<file path="config.mk">
export PLATFORM = sky130hd
export DESIGN_NAME = xfe_core
export DESIGN_NICKNAME = d
export VERILOG_FILES = /design/src/rtl/xfe_core.v
export VERILOG_INCLUDE_DIRS = /design/src /design/src/rtl
export SDC_FILE = /design/constraint.sdc
export NUM_CORES = 1
export LEC_CHECK = 0
export BUFFER_PORTS_ARGS = -buffer_cell sky130_fd_sc_hd__clkbuf_2
export CAP_MARGIN = 10
export CORE_MARGIN = 2
export CORE_UTILIZATION = 45
export CTS_BUF_LIST = sky130_fd_sc_hd__clkbuf_8
export CTS_CLUSTER_SIZE = 40
export DETAILED_ROUTE_END_ITERATION = 10
export PLACE_DENSITY = 0.69
export SETUP_SLACK_MARGIN = 0.2
export SYNTH_ARGS = -nofsm -noshare
export SYNTH_HDL_FRONTEND = slang
export SYNTH_SLANG_ARGS = --single-unit
</file>
<file path="constraint.sdc">
create_clock -name clk -period 11.61 [get_ports clk]
set_clock_uncertainty 0.1 [all_clocks]
set_input_delay 2.322 -clock clk [delete_from_list [all_inputs] [get_ports clk]]
set_output_delay 2.322 -clock clk [all_outputs]
set_load 0.01 [all_outputs]
</file>
<file path="src/rtl/xfe_regs.vh">
// Purpose: constants for the xor and extended-operation execute block
// Assumes: included by rtl/xfe_core.v only
// Notes:   offsets are on the software register port, 4-bit address
`ifndef XFE_REGS_VH
`define XFE_REGS_VH

// software register offsets
`define XFE_REG_ACC      4'h0
`define XFE_REG_BANK     4'h1
`define XFE_REG_STATUS   4'h2
`define XFE_REG_PTR0_LO  4'h3
`define XFE_REG_PTR0_HI  4'h4
`define XFE_REG_PTR1_LO  4'h5
`define XFE_REG_PTR1_HI  4'h6
`define XFE_REG_PTR2_LO  4'h7
`define XFE_REG_PTR2_HI  4'h8
`define XFE_REG_CTRL     4'h9
`define XFE_REG_PC_LO    4'ha
`define XFE_REG_PC_HI    4'hb
`define XFE_REG_CALL_HI  4'hc
`define XFE_REG_RSP      4'hd

// control register fields
`define XFE_CTRL_RUN     0
`define XFE_CTRL_EXT     1

// status register fields
`define XFE_ST_N         4
`define XFE_ST_Z         2

// reset values
`define XFE_RST_BYTE     8'h00
`define XFE_RST_PTR      12'h000
`define XFE_RST_PC       16'h0000
`define XFE_RST_WORD     16'h0000

// opcode patterns
`define XFE_OP_XOR       6'h06
`define XFE_OP_PTR_ADD   8'he8
`define XFE_OP_PTR_SUB   8'he9
`define XFE_OP_PUSH      8'hea
`define XFE_OP_MOVE      8'heb
`define XFE_OP_CALL      16'h0014
`define XFE_SEL_STACK    2'h3

// addressing limits and fetch step
`define XFE_IDX_LIMIT    8'h5f
`define XFE_ACCESS_HI    4'hf
`define XFE_PC_STEP      16'h0002

`endif

</file>
<file path="src/rtl/xfe_core.v">
// Purpose: execute xor-with-file and the extended literal operations
// Assumes: one 20 MHz clock, four clock cycles make one instruction cycle
// Assumes: program word is valid during phase one at prog_addr
// Assumes: data memory answers a read strobe on the following cycle
// Notes:   other standard opcodes run as a plain one-cycle no-op
//
// Notes on behaviour
// - xor accumulator with addressed file byte
// - destination bit picks accumulator or file
// - bank bit picks access bank or bank select
// - indexed offset when a=0, enabled, f<=95
// - xor updates only negative and zero
// - one word, one cycle, write in phase four
// - extension enabled when fuse unprogrammed
// - fuse bit enables extension and indexed mode
// - eight extended opcodes when extension enabled
// - add/subtract literal to pointer, no flags
// - add select 11 adjusts stack, returns
// - subtract select 11 adjusts stack, returns
// - call target low byte from accumulator
// - indexed source moved to 12-bit file address
// - indexed source moved to indexed destination
// - store literal at stack pointer, then decrement
// - return loads pc from top, second cycle idle
`timescale 1ns/1ps
`include "xfe_regs.vh"

module xfe_core (
  input  wire        clk,
  input  wire        reset,
  input  wire        extension_enable_fuse,
  output reg  [15:0] prog_addr,
  input  wire [15:0] prog_word,
  output reg  [11:0] data_addr,
  output reg  [7:0]  data_wdata,
  output reg         data_we,
  output reg         data_re,
  input  wire [7:0]  data_rdata,
  input  wire [3:0]  reg_addr,
  input  wire [7:0]  reg_wdata,
  input  wire        reg_write,
  input  wire        reg_read,
  output reg  [7:0]  reg_rdata
);

  // phase of the instruction cycle, one-hot
  localparam PH_Q1 = 4'b0001;
  localparam PH_Q2 = 4'b0010;
  localparam PH_Q3 = 4'b0100;
  localparam PH_Q4 = 4'b1000;

  // what the next instruction cycle does, one-hot
  localparam C2_NONE  = 3'b001;
  localparam C2_FLUSH = 3'b010;
  localparam C2_MOVE  = 3'b100;

  reg  [3:0]  phase;          // current phase
  reg  [2:0]  cyc2;           // kind of the coming cycle
  reg  [15:0] ir;             // instruction word being executed
  reg  [15:0] word2;          // second word of a move
  reg  [7:0]  acc;            // accumulator_register
  reg  [7:0]  bank;           // bank_select_register
  reg  [7:0]  status;         // status flags
  reg  [11:0] ptr [0:2];      // indirect_pointer set, 2 is the stack one
  reg  [7:0]  call_hi;        // upper target byte for calls
  reg         run;            // core runs while set
  reg         ext_en;         // latched extension_enable_fuse
  reg         fuse_loaded;    // fuse has been sampled
  reg  [7:0]  alu;            // xor result held for phase four
  reg  [7:0]  mov_data;       // byte carried by a move
  reg  [15:0] rstack [0:7];   // return stack
  reg  [2:0]  rsp;            // next free return stack slot

  wire [7:0]  f_addr;         // 8-bit file address field
  wire        bank_bit;       // bank select bit of the opcode
  wire        dest_bit;       // destination bit of the opcode
  wire [1:0]  sel;            // pointer select field
  wire [11:0] k6;             // 6-bit literal widened
  wire [2:0]  rsp_top;        // slot holding top_of_return_stack
  wire [15:0] top_of_return_stack;
  wire [11:0] sp;             // software_stack_pointer
  wire        is_xor;         // xor_accumulator_with_file
  wire        is_add;         // add_literal_to_pointer family
  wire        is_sub;         // subtract_literal_from_pointer family
  wire        is_push;        // push_literal
  wire        is_move;        // move_indexed_to_file / _to_indexed
  wire        is_call;        // call_via_accumulator
  wire        idx_mode;       // indexed literal offset addressing
  reg  [11:0] xor_addr;       // full address of the xor operand
  wire [11:0] src_addr;       // move source address
  wire [11:0] dst_addr;       // move destination address
  wire [15:0] pc_next;        // sequential fetch address
  wire [15:0] dec_word;       // word decoded in the current phase

  // phase one decodes the word on the program bus, so the operand
  // read can go out in phase two and its answer is back in phase three
  assign dec_word = (phase == PH_Q1) ? prog_word : ir;
  assign f_addr   = dec_word[7:0];
  assign bank_bit = dec_word[8];
  assign dest_bit = dec_word[9];
  assign sel      = dec_word[7:6];
  assign k6       = {6'h00, dec_word[5:0]};
  assign rsp_top  = rsp - 3'h1;
  assign top_of_return_stack = rstack[rsp_top];
  assign sp       = ptr[2];
  assign pc_next  = prog_addr + `XFE_PC_STEP;

  // opcode recognition
  // xor opcode match
  assign is_xor  = (dec_word[15:10] == `XFE_OP_XOR);
  assign is_add  = ext_en & (dec_word[15:8] == `XFE_OP_PTR_ADD);
  assign is_sub  = ext_en & (dec_word[15:8] == `XFE_OP_PTR_SUB);
  assign is_push = ext_en & (dec_word[15:8] == `XFE_OP_PUSH);
  assign is_move = ext_en & (dec_word[15:8] == `XFE_OP_MOVE);
  assign is_call = ext_en & (dec_word == `XFE_OP_CALL);

  assign idx_mode = ~bank_bit & ext_en & (f_addr <= `XFE_IDX_LIMIT);

  // operand address of the xor opcode
  always @* begin
    if (bank_bit) begin
      xor_addr = {bank[3:0], f_addr};
    end else if (idx_mode) begin
      xor_addr = sp + {4'h0, f_addr};
    end else if (f_addr <= `XFE_IDX_LIMIT) begin
      xor_addr = {4'h0, f_addr};
    end else begin
      // access bank, special-register half
      xor_addr = {`XFE_ACCESS_HI, f_addr};
    end
  end

  assign src_addr = sp + {5'h00, dec_word[6:0]};
  assign dst_addr = ir[7] ? (sp + {5'h00, word2[6:0]}) : word2[11:0];

  // software read port, data only in the cycle after the strobe
  always @(posedge clk or posedge reset) begin
    if (reset) begin
      reg_rdata <= `XFE_RST_BYTE;
    end else if (reg_read) begin
      case (reg_addr)
        `XFE_REG_ACC:     reg_rdata <= acc;
        `XFE_REG_BANK:    reg_rdata <= bank;
        `XFE_REG_STATUS:  reg_rdata <= status;
        `XFE_REG_PTR0_LO: reg_rdata <= ptr[0][7:0];
        `XFE_REG_PTR0_HI: reg_rdata <= {4'h0, ptr[0][11:8]};
        `XFE_REG_PTR1_LO: reg_rdata <= ptr[1][7:0];
        `XFE_REG_PTR1_HI: reg_rdata <= {4'h0, ptr[1][11:8]};
        `XFE_REG_PTR2_LO: reg_rdata <= ptr[2][7:0];
        `XFE_REG_PTR2_HI: reg_rdata <= {4'h0, ptr[2][11:8]};
        `XFE_REG_CTRL:    reg_rdata <= {6'h00, ext_en, run};
        `XFE_REG_PC_LO:   reg_rdata <= prog_addr[7:0];
        `XFE_REG_PC_HI:   reg_rdata <= prog_addr[15:8];
        `XFE_REG_CALL_HI: reg_rdata <= call_hi;
        `XFE_REG_RSP:     reg_rdata <= {5'h00, rsp};
        default:          reg_rdata <= `XFE_RST_BYTE;
      endcase
    end else begin
      // nothing outside the answer cycle
      reg_rdata <= `XFE_RST_BYTE;
    end
  end

  // return stack storage, written by calls only
  always @(posedge clk) begin
    if (run && phase == PH_Q4 && cyc2 == C2_NONE && is_call) begin
      rstack[rsp] <= pc_next;
    end
  end

  // phase sequencer, execute datapath and software writes
  always @(posedge clk or posedge reset) begin
    if (reset) begin
      phase       <= PH_Q1;
      cyc2        <= C2_NONE;
      ir          <= `XFE_RST_WORD;
      word2       <= `XFE_RST_WORD;
      acc         <= `XFE_RST_BYTE;
      bank        <= `XFE_RST_BYTE;
      status      <= `XFE_RST_BYTE;
      ptr[0]      <= `XFE_RST_PTR;
      ptr[1]      <= `XFE_RST_PTR;
      ptr[2]      <= `XFE_RST_PTR;
      call_hi     <= `XFE_RST_BYTE;
      run         <= 1'b0;
      ext_en      <= 1'b1;
      fuse_loaded <= 1'b0;
      alu         <= `XFE_RST_BYTE;
      mov_data    <= `XFE_RST_BYTE;
      rsp         <= 3'h0;
      prog_addr   <= `XFE_RST_PC;
      data_addr   <= `XFE_RST_PTR;
      data_wdata  <= `XFE_RST_BYTE;
      data_we     <= 1'b0;
      data_re     <= 1'b0;
    end else begin
      // strobes last one cycle
      data_we <= 1'b0;
      data_re <= 1'b0;
      if (!fuse_loaded) begin
        ext_en      <= extension_enable_fuse;
        fuse_loaded <= 1'b1;
      end
      // software writes; core updates below take priority
      if (reg_write) begin
        case (reg_addr)
          `XFE_REG_ACC:     acc <= reg_wdata;
          `XFE_REG_BANK:    bank <= reg_wdata;
          `XFE_REG_STATUS:  status <= reg_wdata;
          `XFE_REG_PTR0_LO: ptr[0][7:0] <= reg_wdata;
          `XFE_REG_PTR0_HI: ptr[0][11:8] <= reg_wdata[3:0];
          `XFE_REG_PTR1_LO: ptr[1][7:0] <= reg_wdata;
          `XFE_REG_PTR1_HI: ptr[1][11:8] <= reg_wdata[3:0];
          `XFE_REG_PTR2_LO: ptr[2][7:0] <= reg_wdata;
          `XFE_REG_PTR2_HI: ptr[2][11:8] <= reg_wdata[3:0];
          `XFE_REG_CTRL:    run <= reg_wdata[`XFE_CTRL_RUN];
          `XFE_REG_PC_LO:   prog_addr[7:0] <= reg_wdata;
          `XFE_REG_PC_HI:   prog_addr[15:8] <= reg_wdata;
          `XFE_REG_CALL_HI: call_hi <= reg_wdata;
          default:          run <= run;
        endcase
      end
      if (run) begin
        case (phase)
          PH_Q1: begin
            // decode: take the fetched word, start the operand read
            if (cyc2 == C2_NONE) begin
              ir <= prog_word;
              if (is_xor) begin
                data_addr <= xor_addr;
                data_re   <= 1'b1;
              end else if (is_move) begin
                data_addr <= src_addr;
                data_re   <= 1'b1;
              end
            end else if (cyc2 == C2_MOVE) begin
              word2 <= prog_word;
            end
            phase <= PH_Q2;
          end
          PH_Q2: begin
            // operand read strobe is out during this phase
            phase <= PH_Q3;
          end
          PH_Q3: begin
            // process data; file writes go out for phase four
            if (cyc2 == C2_NONE && is_xor) begin
              alu <= acc ^ data_rdata;
              if (dest_bit) begin
                data_wdata <= acc ^ data_rdata;
                data_we    <= 1'b1;
              end
            end else if (cyc2 == C2_NONE && is_move) begin
              mov_data <= data_rdata;
            end else if (cyc2 == C2_NONE && is_push) begin
              data_addr  <= sp;
              data_wdata <= ir[7:0];
              data_we    <= 1'b1;
            end else if (cyc2 == C2_MOVE) begin
              data_addr  <= dst_addr;
              data_wdata <= mov_data;
              data_we    <= 1'b1;
            end
            phase <= PH_Q4;
          end
          PH_Q4: begin
            phase <= PH_Q1;
            case (cyc2)
              C2_NONE: begin
                prog_addr <= pc_next;
                if (is_xor) begin
                  if (!dest_bit) begin
                    acc <= alu;
                  end
                  status[`XFE_ST_N] <= alu[7];
                  status[`XFE_ST_Z] <= (alu == 8'h00);
                end else if (is_add || is_sub) begin
                  if (sel == `XFE_SEL_STACK) begin
                    ptr[2] <= is_add ? sp + k6 : sp - k6;
                    prog_addr <= top_of_return_stack;
                    rsp       <= rsp_top;
                    cyc2      <= C2_FLUSH;
                  end else begin
                    ptr[sel] <= is_add ? ptr[sel] + k6 : ptr[sel] - k6;
                  end
                end else if (is_call) begin
                  prog_addr <= {call_hi, acc};
                  rsp       <= rsp + 3'h1;
                  cyc2      <= C2_FLUSH;
                end else if (is_move) begin
                  cyc2 <= C2_MOVE;
                end else if (is_push) begin
                  ptr[2] <= sp - 12'h001;
                end
              end
              C2_FLUSH: begin
                cyc2 <= C2_NONE;
              end
              C2_MOVE: begin
                // skip past the second word
                prog_addr <= pc_next;
                cyc2      <= C2_NONE;
              end
              default: begin
                cyc2 <= C2_NONE;
              end
            endcase
          end
          default: begin
            phase <= PH_Q1;
          end
        endcase
      end
    end
  end

endmodule

</file>
Word-level counts from Yosys, hierarchy flattened
Memory sizes are Yosys's and may differ from the RTL's. Index checks and enable logic that the tools add are counted. W data, S select, Z words.

Output and inout bits: 46. Word-level logic and storage cells: 211. Bits of input ports: 41. Memory bits (writable): 128. Memories kept: 1. Flip-flop bits (word level): 171.

Eq/ne operators: 37. $add $sub $neg: 11. Bitwise operators: 13. $lt $le $gt $ge: 3. Mux-type cells: 97. Reduce and logical (&&, ||, !) cells: 25.

Memories: rstack (depth 8, bits a word 16, read ports 1, clocked after Yosys merged registers in 0, wr ports 1, RTL line xfe_core.v:71) `reg [15:0] rstack [0:7];`.

Operators by type and width (number): $mux W12 (21); $mux W36 (5); $mux W8 (18); $mux W16 (8); $pmux W8 S14 (1); $mux W24 (2); $bwmux W36 (1); $eq A8 B8 Y1 const B (4); $pmux W16 S2 (1); $eq A4 B4 Y1 const B (7); $mux W3 (9); $add A12 B6 Y12 (2); $add A12 B7 Y12 (2); $bmux W12 S2 (1); $demux W12 S2 (1); $pmux W12 S2 (1); $sub A12 B6 Y12 (2); $mux W1 (22); $eq A4 B3 Y1 const B (5); $add A16 B2 Y16 const B (1); $eq A16 B5 Y1 const B (1); $add A12 B8 Y12 (1); $eq A4 B2 Y1 const B (3); $mux W4 (3); other kinds (34) (64).

Logic depth before layout (Yosys ltp)
Gate-level depths: netlist of the first run.

Depth after elaboration: 15. Depth in mapped cells: 19. Gate-level depth less buffers: 16.

Worst setup path after synthesis of the first run
OpenSTA, ideal clock, no wires.

Path kind: input port to flip-flop. Start point: input prog_word[10]. End point: register ptr (netlist bit sp[9]). Arrival time: 6.017 ns. Stages: 13. Setup time: 0.126 ns. Slack: 5.367 ns. Data required time: 11.384 ns. Cells stage by stage: or4bb_1 or4_4 o22ai_1 nand2_1 o21ai_0 ha_1 a211oi_1 o21ai_0 a211oi_1 o21bai_1 a21oi_1 xnor2_1 a311o_1.

Longest elaborated chain between the ends: 11. Elaborated cells on any way between the ends: 25.

RTL lines: start: declaration (RTL line xfe_core.v:33) `input wire [15:0] prog_word,`; $mux W16 (*) (RTL line xfe_core.v:97) `assign dec_word = (phase == PH_Q1) ? prog_word : ir;`; $eq A8 B8 Y1 (no line); $and A1 B1 Y1, on equally long branches (RTL line xfe_core.v:113, xfe_core.v:111); $mux W12, on equally long branches (RTL line xfe_core.v:292, xfe_core.v:284); $mux W12 or $bwmux W36 (tied branches) (RTL line xfe_core.v:290, xfe_core.v:284); $mux W12, on equally long branches (RTL line xfe_core.v:286, xfe_core.v:278); $mux W12 (RTL line xfe_core.v:277) `end else if (is_add || is_sub) begin`; $mux W36 (*) (RTL line xfe_core.v:271) `if (is_xor) begin`; $mux W36 (*) (RTL line xfe_core.v:268) `case (cyc2)`; $mux W36 (*) (RTL line xfe_core.v:224) `case (phase)`; $mux W36 (*) (RTL line xfe_core.v:223) `if (run) begin`; end signal: indexed assignment (RTL line xfe_core.v:284) `ptr[sel] <= is_add ? ptr[sel] + k6 : ptr[sel] - k6;`; end: declaration (RTL line xfe_core.v:64) `reg [11:0] ptr [0:2];`.

Mark *: on every way between the ends. The rest lies on a longest branch, timed or not. A chain may end at the register's enable or synchronous reset.

Worst setup path after layout of the first run
Start point: input prog_word[10]. End point: register ptr (netlist bit sp[11]).

Same word-level chain as after synthesis.

==> flow_summary.toml, run 1 <==
[power_and_ir_drop]
p_per_area_nw_per_um2 = 224
p_sw_mw = 1.84
intPower_mw = 2.55
comb_power_share_pct = 43.0
power_leakage_nw = 7.80
swShare_pct = 41.9
vdd_drop_max_v = 0.000113
seqPwrFrac_pct = 33.7
power.share.clock_pct = 23.3

[cts]
clockBufferDepth = 3
cts_setup_buffers = 0
h-tree-depth = 2
cts.clk_slew.worst_paths_ns = 0.06
cts_resized = 0
cts_tree = "done"
clock-sinks = 299
clk_latency_ns = 0.65
cts_hold_buf = 0
cts_root_buffer = "clkbuf_8"
numCtsBuffers = 51

[sta]
period_share_pct = 56.3
setup_viol = 0
post-route-min-period_ns = 6.53
rsz0062_at_grt = "no"
max_freq_mhz = 153
tightest_slew_ns = 1.22
hold_slack_ns = 0.375
slew_viol_final = 0
fin_setup_tns_ns = 0
hold_violations = 0
relSlewSlack_pct = 18.6

[worst_setup_path]
path_max_fanout = 6
crit_family = "compound AO/OA/AOI/OAI gates"
crit_buf_inv = 1
worstPathArrival_ns = 6.97
crit_type = "input pin to register"
cp_slowest_cell = "or4bb_1"
path_cells = "clkbuf_2 -> or4bb_1 -> or4_4 -> o22ai_1 -> nand2_1 -> o21ai_0 -> ha_1 -> a211oi_1 -> o21ai_0 -> a211oi_1 -> o21ai_0 -> a211o_1 -> a32oi_1 -> a21oi_1"
cpPeakStageDelay_ns = 0.59
cp-start-kind = "input pin"
worstPathRequired_ns = 12.04
cp-end-kind = "register"
critPathMostFrequentCell = "o21ai_0"

[status]
status = "finished clean"

[detailed_routing]
wl_mm = 54.2
wl_per_cell_um = 23.6
vias_per_cell = 6.21
ant_nets = 0
drt_iter0_markers = 1142
vias = 14239
first_pass_iters = 6
drc = 0

[finish]
drive_gt1_share_pct = 19.2
fillers = 3536
area_delta_synth_final_pct = 11.8
antennaDiodeCount = 0
fin_nets = 1823

[yosys]
synth_cell_types = 88
syn_nets = 1750
synth_edf_count = 128
synth_flop_cell = "dfrtp_1"
synthCells = 1663
synthArstFlopShare_pct = 57.2
post_synth.cell_area_avg_um2 = 10.5
ys_warn_count = 0
ys_ff_latch = 299
synth_area_um2 = 17500
yosysSeqAreaShare_pct = 46.4

[global_routing]
grt_usage_pct = 26.5
grt_pass1_wl_mm = 83.1
grt_start_max_net_pins = 62
grt_pass1_vias = 14103
grt.overflow.total = 0
antenna_found_initial = 0

[placed_design]
io_buffers = 86
gp_congestion = 0.934
hpwlAfterDp_mm = 38.4

[floorplan]
rows = 72
ios = 87
dieArea_um2 = 40600
die_h_um = 201
initial_core_util_pct = 45.5
core_um2 = 38600
die_w_um = 201

[hold_path]
min_path_type = "register to register"

[flow_run]
drv_cap = 0
-- through the flow --
stage	area, um^2	cells	utilization [%]	setup slack (ns)	power, mW
2_1_floorplan	17500	1663	-	4.56	2.72
3_3_place_gp	18500	2201	48.0	4.59	3.30
3_5_place_dp	18500	2201	48.0	4.53	3.32
4_1_cts	19600	2292	50.9	5.19	4.36
5_1_grt	19600	2292	50.9	4.63	4.62
6_report	19600	2292	50.9	5.08	4.39
-- metal layers --
layer  wire length, um  part of all wire [%]  up-vias  track usage [%]
met5                 0                     0        -                0
li1                  -                     -     6418                -
met3              3520                   6.5      138             4.11
met1             22500                    42     7060             34.7
met4              2040                   3.8        0             11.0
met2             26100                    48      623             44.1
-- power by group through the flow --
stage	sequential, mW	combinational, mW	clock (mW)
after global placement	1.48	1.82	0
final	1.48	1.89	1.02
after CTS	1.47	1.85	1.04
after detailed placement	1.49	1.84	0
after floorplan	1.39	1.33	0
after global routing	1.49	2.04	1.09
-- synthesized netlist by cell type (5+ instances only) --
cell type	count	share of area, %
nor2b_1	16	0.57
buf_2	10	0.29
and3_1	6	0.21
mux2_2	87	5.6
nand2b_1	5	0.18
a221o_1	11	0.63
a22oi_1	13	0.56
nand3_1	46	1.3
nand2_1	190	4.1
o21ai_0	109	3.1
edfxtp_1	128	22
xor2_1	22	1.1
ha_1	42	3.0
nand4_1	11	0.39
dfrtp_1	168	24
a21oi_1	104	3.0
buf_1	12	0.26
mux2i_1	95	5.4
a221oi_1	9	0.45
inv_1	35	0.75
o21ai_1	9	0.26
o22ai_1	17	0.61
o21bai_1	6	0.26
clkbuf_1	69	1.5
a211o_1	7	0.35
nor2_1	108	2.3
o211ai_1	15	0.64
o31ai_1	5	0.21
or4_1	7	0.30
xnor2_1	42	2.1
o221ai_1	5	0.25
or3_1	7	0.25
a32oi_1	5	0.25
nor3_1	40	1.1
nor4_1	16	0.57
a211oi_1	15	0.64
o21a_1	11	0.47
a31oi_1	22	0.79
a21o_1	7	0.30
mux4_2	34	4.4
nor3b_1	5	0.21
-- path summary, 6_finish.rpt --
path,endpoint,slack (ns),cells past startpoint,start
max in group asynchronous,rsp[0]$_DFFE_PP0P_,8.48,3,reset
min in group asynchronous,ptr[15]$_DFF_PP0_,1.60,2,reset
worst max-delay path,sp[11]$_DFF_PP0_,5.08,14,prog_word[10]
worst max register to register,sp[11]$_DFF_PP0_,6.11,14,phase[0]$_DFFE_PP1P_
worst min register to register,data_addr[9]$_DFFE_PP0P_,0.38,2,data_addr[9]$_DFFE_PP0P_
worst min-delay path,data_addr[9]$_DFFE_PP0P_,0.38,2,data_addr[9]$_DFFE_PP0P_
-- flip-flops by register name, summed over array words and instances (netlist names), 3 cells and up --
signal      count
data_wdata      8
status          8
mov_data        8
acc             8
rsp             3
prog_addr      16
ptr            24
ir             16
phase           4
word2          12
cyc2            3
bank            8
rstack        128
sp             12
alu             8
data_addr      12
reg_rdata       8
call_hi         8
-- cells in the final DEF (no fill, tap or decap), types with 30 or more instances in the layout --
| cell type | netlist | layout |
|---|---|---|
| a21oi_1 | 104 | 104 |
| buf_4 | 1 | 30 |
| clkbuf_2 | 1 | 86 |
| clkbuf_8 | 0 | 59 |
| dfrtp_1 | 168 | 167 |
| edfxtp_1 | 128 | 128 |
| ha_1 | 42 | 41 |
| inv_1 | 35 | 46 |
| mux2_2 | 87 | 87 |
| mux2i_1 | 95 | 95 |
| mux4_2 | 34 | 34 |
| nand2_1 | 190 | 190 |
| nand3_1 | 46 | 46 |
| nor2_1 | 108 | 108 |
| nor3_1 | 40 | 36 |
| o21ai_0 | 109 | 109 |
| xnor2_1 | 42 | 42 |
-- worst reg2reg max path, stage by stage, from the launching register on --
cell and delay, ns:
dfstp_2 0.61, or4b_1 0.44, buf_4 0.24, or4_4 0.58, o22ai_1 0.48, nand2_1 0.24, o21ai_0 0.56, ha_1 0.37
a211oi_1 0.35, o21ai_0 0.24, a211oi_1 0.39, o21ai_0 0.20, a211o_1 0.28, a32oi_1 0.24, a21oi_1 0.11
-- logic make-up (layout without fill, tap and decap cells) --
group / count (synthesis) / in the layout / synth area share (%)
simple gates: 481 / 481 / 12.7
other cells: 1 / 1 / 0.0214
compound gates: 420 / 420 / 15.5
buf+inv: 134 / 245 / 3.10
mux: 217 / 217 / 15.5
flops: 299 / 299 / 46.4
xor+xnor: 65 / 65 / 3.33
fa+ha+maj: 46 / 46 / 3.45
-- final cells by class --
| class | instances | area (um^2) | share of cell area, % |
|---|---|---|---|
| clock buffers | 59 | 812 | 4.14 |
| clock inverters | 32 | 303 | 1.54 |
| inverters | 38 | 148 | 0.753 |
| multi-input cells | 1230 | 8910 | 45.5 |
| flip-flops and latches | 299 | 8130 | 41.5 |
| well taps | 518 | 648 | 3.31 |
| repair buffers | 116 | 656 | 3.34 |
Power figures use the tool's default switching activity.
==> run 2, diff against run 1 <==
- clock period: 11.61 -> 6.79 ns (I/O delays scaled with it)
==> flow_summary.toml, run 2 (same netlist as run 1, synthesis figures left out) <==
[finish]
drive_gt1_share_pct = 19.1
layout_common_cells = "190 x nand2_1, 167 x dfrtp_1, 128 x edfxtp_1"
antennaDiodeCount = 0
fin_nets = 1824
top_regs = "rstack: 128 flops, ptr: 24 flops"
final_common_cell = "nand2_1"
area_delta_synth_final_pct = 11.8
final_core_util_pct = 50.8
top_register = "rstack"
largest_reg_flops = 128

[cts]
cts_tree = "done"
cts_hold_buf = 0
clock-sinks = 299
cts.clk_slew.worst_paths_ns = 0.06
cts_setup_buffers = 0
clk_latency_ns = 0.66
clockBufferDepth = 3
cts_root_buffer = "clkbuf_8"
h-tree-depth = 2
cts_resized = 0
numCtsBuffers = 52

[worst_setup_path]
path_max_fanout = 6
cp-start-kind = "input pin"
critPathMostFrequentCell = "o21ai_0"
path_cells = "clkbuf_2 -> or4bb_1 -> or4_4 -> o22ai_1 -> nand2_1 -> o21ai_0 -> ha_1 -> a211oi_1 -> o21ai_0 -> a211oi_1 -> o21ai_0 -> a211o_1 -> a32oi_1 -> a21oi_1"
r2r-start = "phase[0]$_DFFE_PP1P_"
crit_buf_inv = 1
crit_family = "compound AO/OA/AOI/OAI gates"
cp-startpoint = "prog_word[10]"
cpPeakStageDelay_ns = 0.63
crit_type = "input pin to register"
worstPathArrival_ns = 6.04
cp-end-kind = "register"
worstPathRequired_ns = 7.22
cp_slowest_cell = "o21ai_0"

[placed_design]
io_buffers = 86
place_ws_ns = 0.596
hpwlAfterDp_mm = 38.6
gp_congestion = 0.916

[floorplan]
core_um2 = 38600
die_h_um = 201
initial_core_util_pct = 45.5
die_w_um = 201
ios = 87
dieArea_um2 = 40600
rows = 72

[sta]
setup_viol = 0
slew_viol_final = 0
fin_ws_ns = 1.18
relSlewSlack_pct = 18.7
tightest_slew_ns = 1.22
fin_setup_tns_ns = 0
period_share_pct = 82.7
rsz0062_at_grt = "no"
hold_slack_ns = 0.385
max_freq_mhz = 178
hold_violations = 0
post-route-min-period_ns = 5.61

[detailed_routing]
vias_per_cell = 6.23
drc = 0
vias = 14302
ant_nets = 0
drt_iter0_markers = 1179
wl_per_cell_um = 23.7
wl_mm = 54.4
first_pass_iters = 6

[global_routing]
grt_usage_pct = 26.5
grt_pass1_wl_mm = 83.0
grt_pass1_vias = 14071
grt_start_max_net_pins = 73
grt.overflow.total = 0
antenna_found_initial = 0

[status]
status = "finished clean"

[power_and_ir_drop]
power_leakage_nw = 7.81
p_per_area_nw_per_um2 = 382
vdd_drop_max_v = 0.000273

[hold_path]
hold_path.startpoint = "data_addr[3]$_DFFE_PP0P_"
min_path_type = "register to register"

[flow_run]
drv_cap = 0
## run 2: tightest hold or removal path, stage by stage, from the launching register on
cell	delay [ns]
dfrtp_1	0.34
nand2_1	0.05
o21ai_1	0.06
## run 2: path summary, 6_finish.rpt
kind	slack [ns]	endpoint	depth (start not counted)
worst max-delay path	1.18	sp[11]$_DFF_PP0_	14
worst min-delay path	0.38	data_addr[3]$_DFFE_PP0P_	2
worst max register to register	1.23	sp[11]$_DFF_PP0_	14
worst min register to register	0.38	data_addr[3]$_DFFE_PP0P_	2
max in group asynchronous	4.60	rsp[0]$_DFFE_PP0P_	3
min in group asynchronous	0.62	ptr[15]$_DFF_PP0_	2
## run 2: metrics by stage
stage | area [um^2] | power [mW] | std cells
after floorplan | 17500 | 4.66 | 1663
after global placement | 18500 | 5.66 | 2201
after detailed placement | 18500 | 5.70 | 2201
after CTS | 19600 | 7.45 | 2297
after global routing | 19600 | 7.89 | 2297
final | 19600 | 7.48 | 2297
## run 2: routing by layer
layer / vias up / GRT usage, % / part of all wire [%]
li1: 6416 / - / -
met1: 7079 / 33.9 / 41
met2: 636 / 43.0 / 47
met3: 171 / 5.43 / 6.9
met4: 0 / 12.7 / 4.7
met5: - / 0 / 0
## run 2: layout make-up
type | instances | area (um^2)
fill | 3547 | 19000
multi-input combinational | 1230 | 8910
sequential | 299 | 8130
clock buffer | 65 | 895
timing repair buffer | 116 | 656
tap | 518 | 648
clock inverter | 31 | 206
inverter | 38 | 148
## run 2: where the power goes
group          total (mW)  leakage, nW  internal, mW  switching [mW]
Clock                1.72        0.630         0.947           0.777
Combinational        3.23         3.87          1.19            2.03
Sequential           2.53         3.31          2.17           0.357
Total                7.48         7.81          4.31            3.17
==> run 3, diff against run 2 <==
- clock period: 6.79 -> 5.5 ns (I/O delays scaled with it)
==> flow_summary.toml, run 3 (same netlist as run 1, synthesis figures left out) <==
[status]
status = "finished clean"

[sta]
fin_setup_tns_ns = 0
tightest_slew_ns = 1.01
rsz0062_at_grt = "no"
setup_viol = 0
post-route-min-period_ns = 4.83
period_share_pct = 87.7
relSlewSlack_pct = 32.1
slew_viol_final = 0
max_freq_mhz = 207
hold_violations = 0

[power_and_ir_drop]
vdd_drop_max_v = 0.000312
fin_total_pwr_mw = 9.10
p_per_area_nw_per_um2 = 464
power_leakage_nw = 7.85

[global_routing]
antenna_found_initial = 2
grt_usage_pct = 27.0
grt_pass1_wl_mm = 84.4
grt_start_max_net_pins = 143
grt_pass1_vias = 14408
grt.overflow.total = 0

[worst_setup_path]
path_max_fanout = 18
cp-start-kind = "register"
cp_slowest_cell = "or4b_1"
worstPathRequired_ns = 5.93
cp-end-kind = "register"
cpPeakStageDelay_ns = 0.60
worstPathArrival_ns = 5.25
critPathMostFrequentCell = "buf_4"
path_cells = "or4b_1 -> buf_4 -> mux2i_4 -> buf_4 -> nand2_1 -> o22ai_1 -> ha_1 -> fa_1 -> a21o_1 -> a211o_1 -> a2111o_1 -> nand4_1 -> nor3b_1 -> o22a_1 -> a21oi_1"
crit_type = "register to register"

[floorplan]
die_w_um = 201
ios = 87
rows = 72
core_um2 = 38600
initial_core_util_pct = 45.5
dieArea_um2 = 40600
die_h_um = 201

[cts]
clock-sinks = 299
cts_root_buffer = "clkbuf_8"
cts_resized = 0
clk_latency_ns = 0.66
cts.clk_slew.worst_paths_ns = 0.06
numCtsBuffers = 50
cts_setup_buffers = 0
cts_hold_buf = 0
clockBufferDepth = 3
cts_tree = "done"
h-tree-depth = 2

[placed_design]
io_buffers = 86
gp_congestion = 0.949
hpwlAfterDp_mm = 39.5

[finish]
fin_nets = 1835
area_delta_synth_final_pct = 11.9
largest_reg_flops = 128
final_core_util_pct = 50.9
layout_common_cells = "190 x nand2_1, 167 x dfrtp_1, 128 x edfxtp_1"
drive_gt1_share_pct = 19.3
top_register = "rstack"
top_regs = "rstack: 128 flops, ptr: 24 flops"
final_common_cell = "nand2_1"
fillers = 3548

[detailed_routing]
vias = 14469
ant_nets = 0
wl_mm = 54.8
vias_per_cell = 6.27
first_pass_iters = 5
drt_iter0_markers = 1140
drc = 0
wl_per_cell_um = 23.7

[hold_path]
min_path_type = "register to register"

[flow_run]
drv_cap = 0
## run 3: power by group
| part | total, mW | switching (mW) | internal [mW] |
|---|---|---|---|
| Clock | 1.97 | 0.934 | 1.04 |
| Combinational | 4.00 | 2.44 | 1.55 |
| Sequential | 3.13 | 0.450 | 2.68 |
## run 3: per-layer routing
metal	vias up	track usage, %	part of all wire, %
met2	672	43.8	47
li1	6451	-	-
met3	178	4.76	7.6
met5	-	0	0
met4	0	13.2	4.7
met1	7168	35.2	40
## run 3: worst paths after layout
path	end	cells after the start	startpoint	slack [ns]
max in group asynchronous	rsp[0]$_DFFE_PP0P_	3	reset	3.52
min reg2reg	data_addr[3]$_DFFE_PP0P_	2	data_addr[3]$_DFFE_PP0P_	0.38
min in group asynchronous	data_addr[4]$_DFFE_PP0P_	2	reset	0.47
max	sp[10]$_DFF_PP0_	15	phase[1]$_DFFE_PP0P_	0.67
max reg2reg	sp[10]$_DFF_PP0_	15	phase[1]$_DFFE_PP0P_	0.67
min	data_addr[3]$_DFFE_PP0P_	2	data_addr[3]$_DFFE_PP0P_	0.38
## run 3: final cells by class
cell class	instances	area, um^2	share of cell area, %
Antenna cell	2	5.00	0.0255
Timing Repair Buffer	129	766	3.90
Sequential cell	299	8130	41.4
Clock inverter	34	196	1.00
Multi-Input combinational cell	1230	8910	45.4
Tap cell	518	648	3.30
Inverter	38	146	0.746
Clock buffer	59	812	4.14
## run 3: per-stage QoR
step	setup slack, ns	hold slack (ns)	cells	area (um^2)
finish	0.674	0.381	2309	19600
global route	0.274	0.422	2307	19600
CTS	0.715	0.387	2307	19600
detailed placement	0.0322	0.374	2214	18600
global placement	0.129	0.363	2214	18600
floorplan	0.479	0.364	1663	17500
## run 3: critical path, delay by kind of cell, from the launching register on
family,cells,cell delay [ns]
AND/OR/NAND/NOR,4,1.30
adder cells (fa/ha/maj),2,0.78
multiplexers,1,0.27
AO/OA/AOI/OAI,6,1.32
buffers and inverters,2,0.46
flip-flops,1,0.50
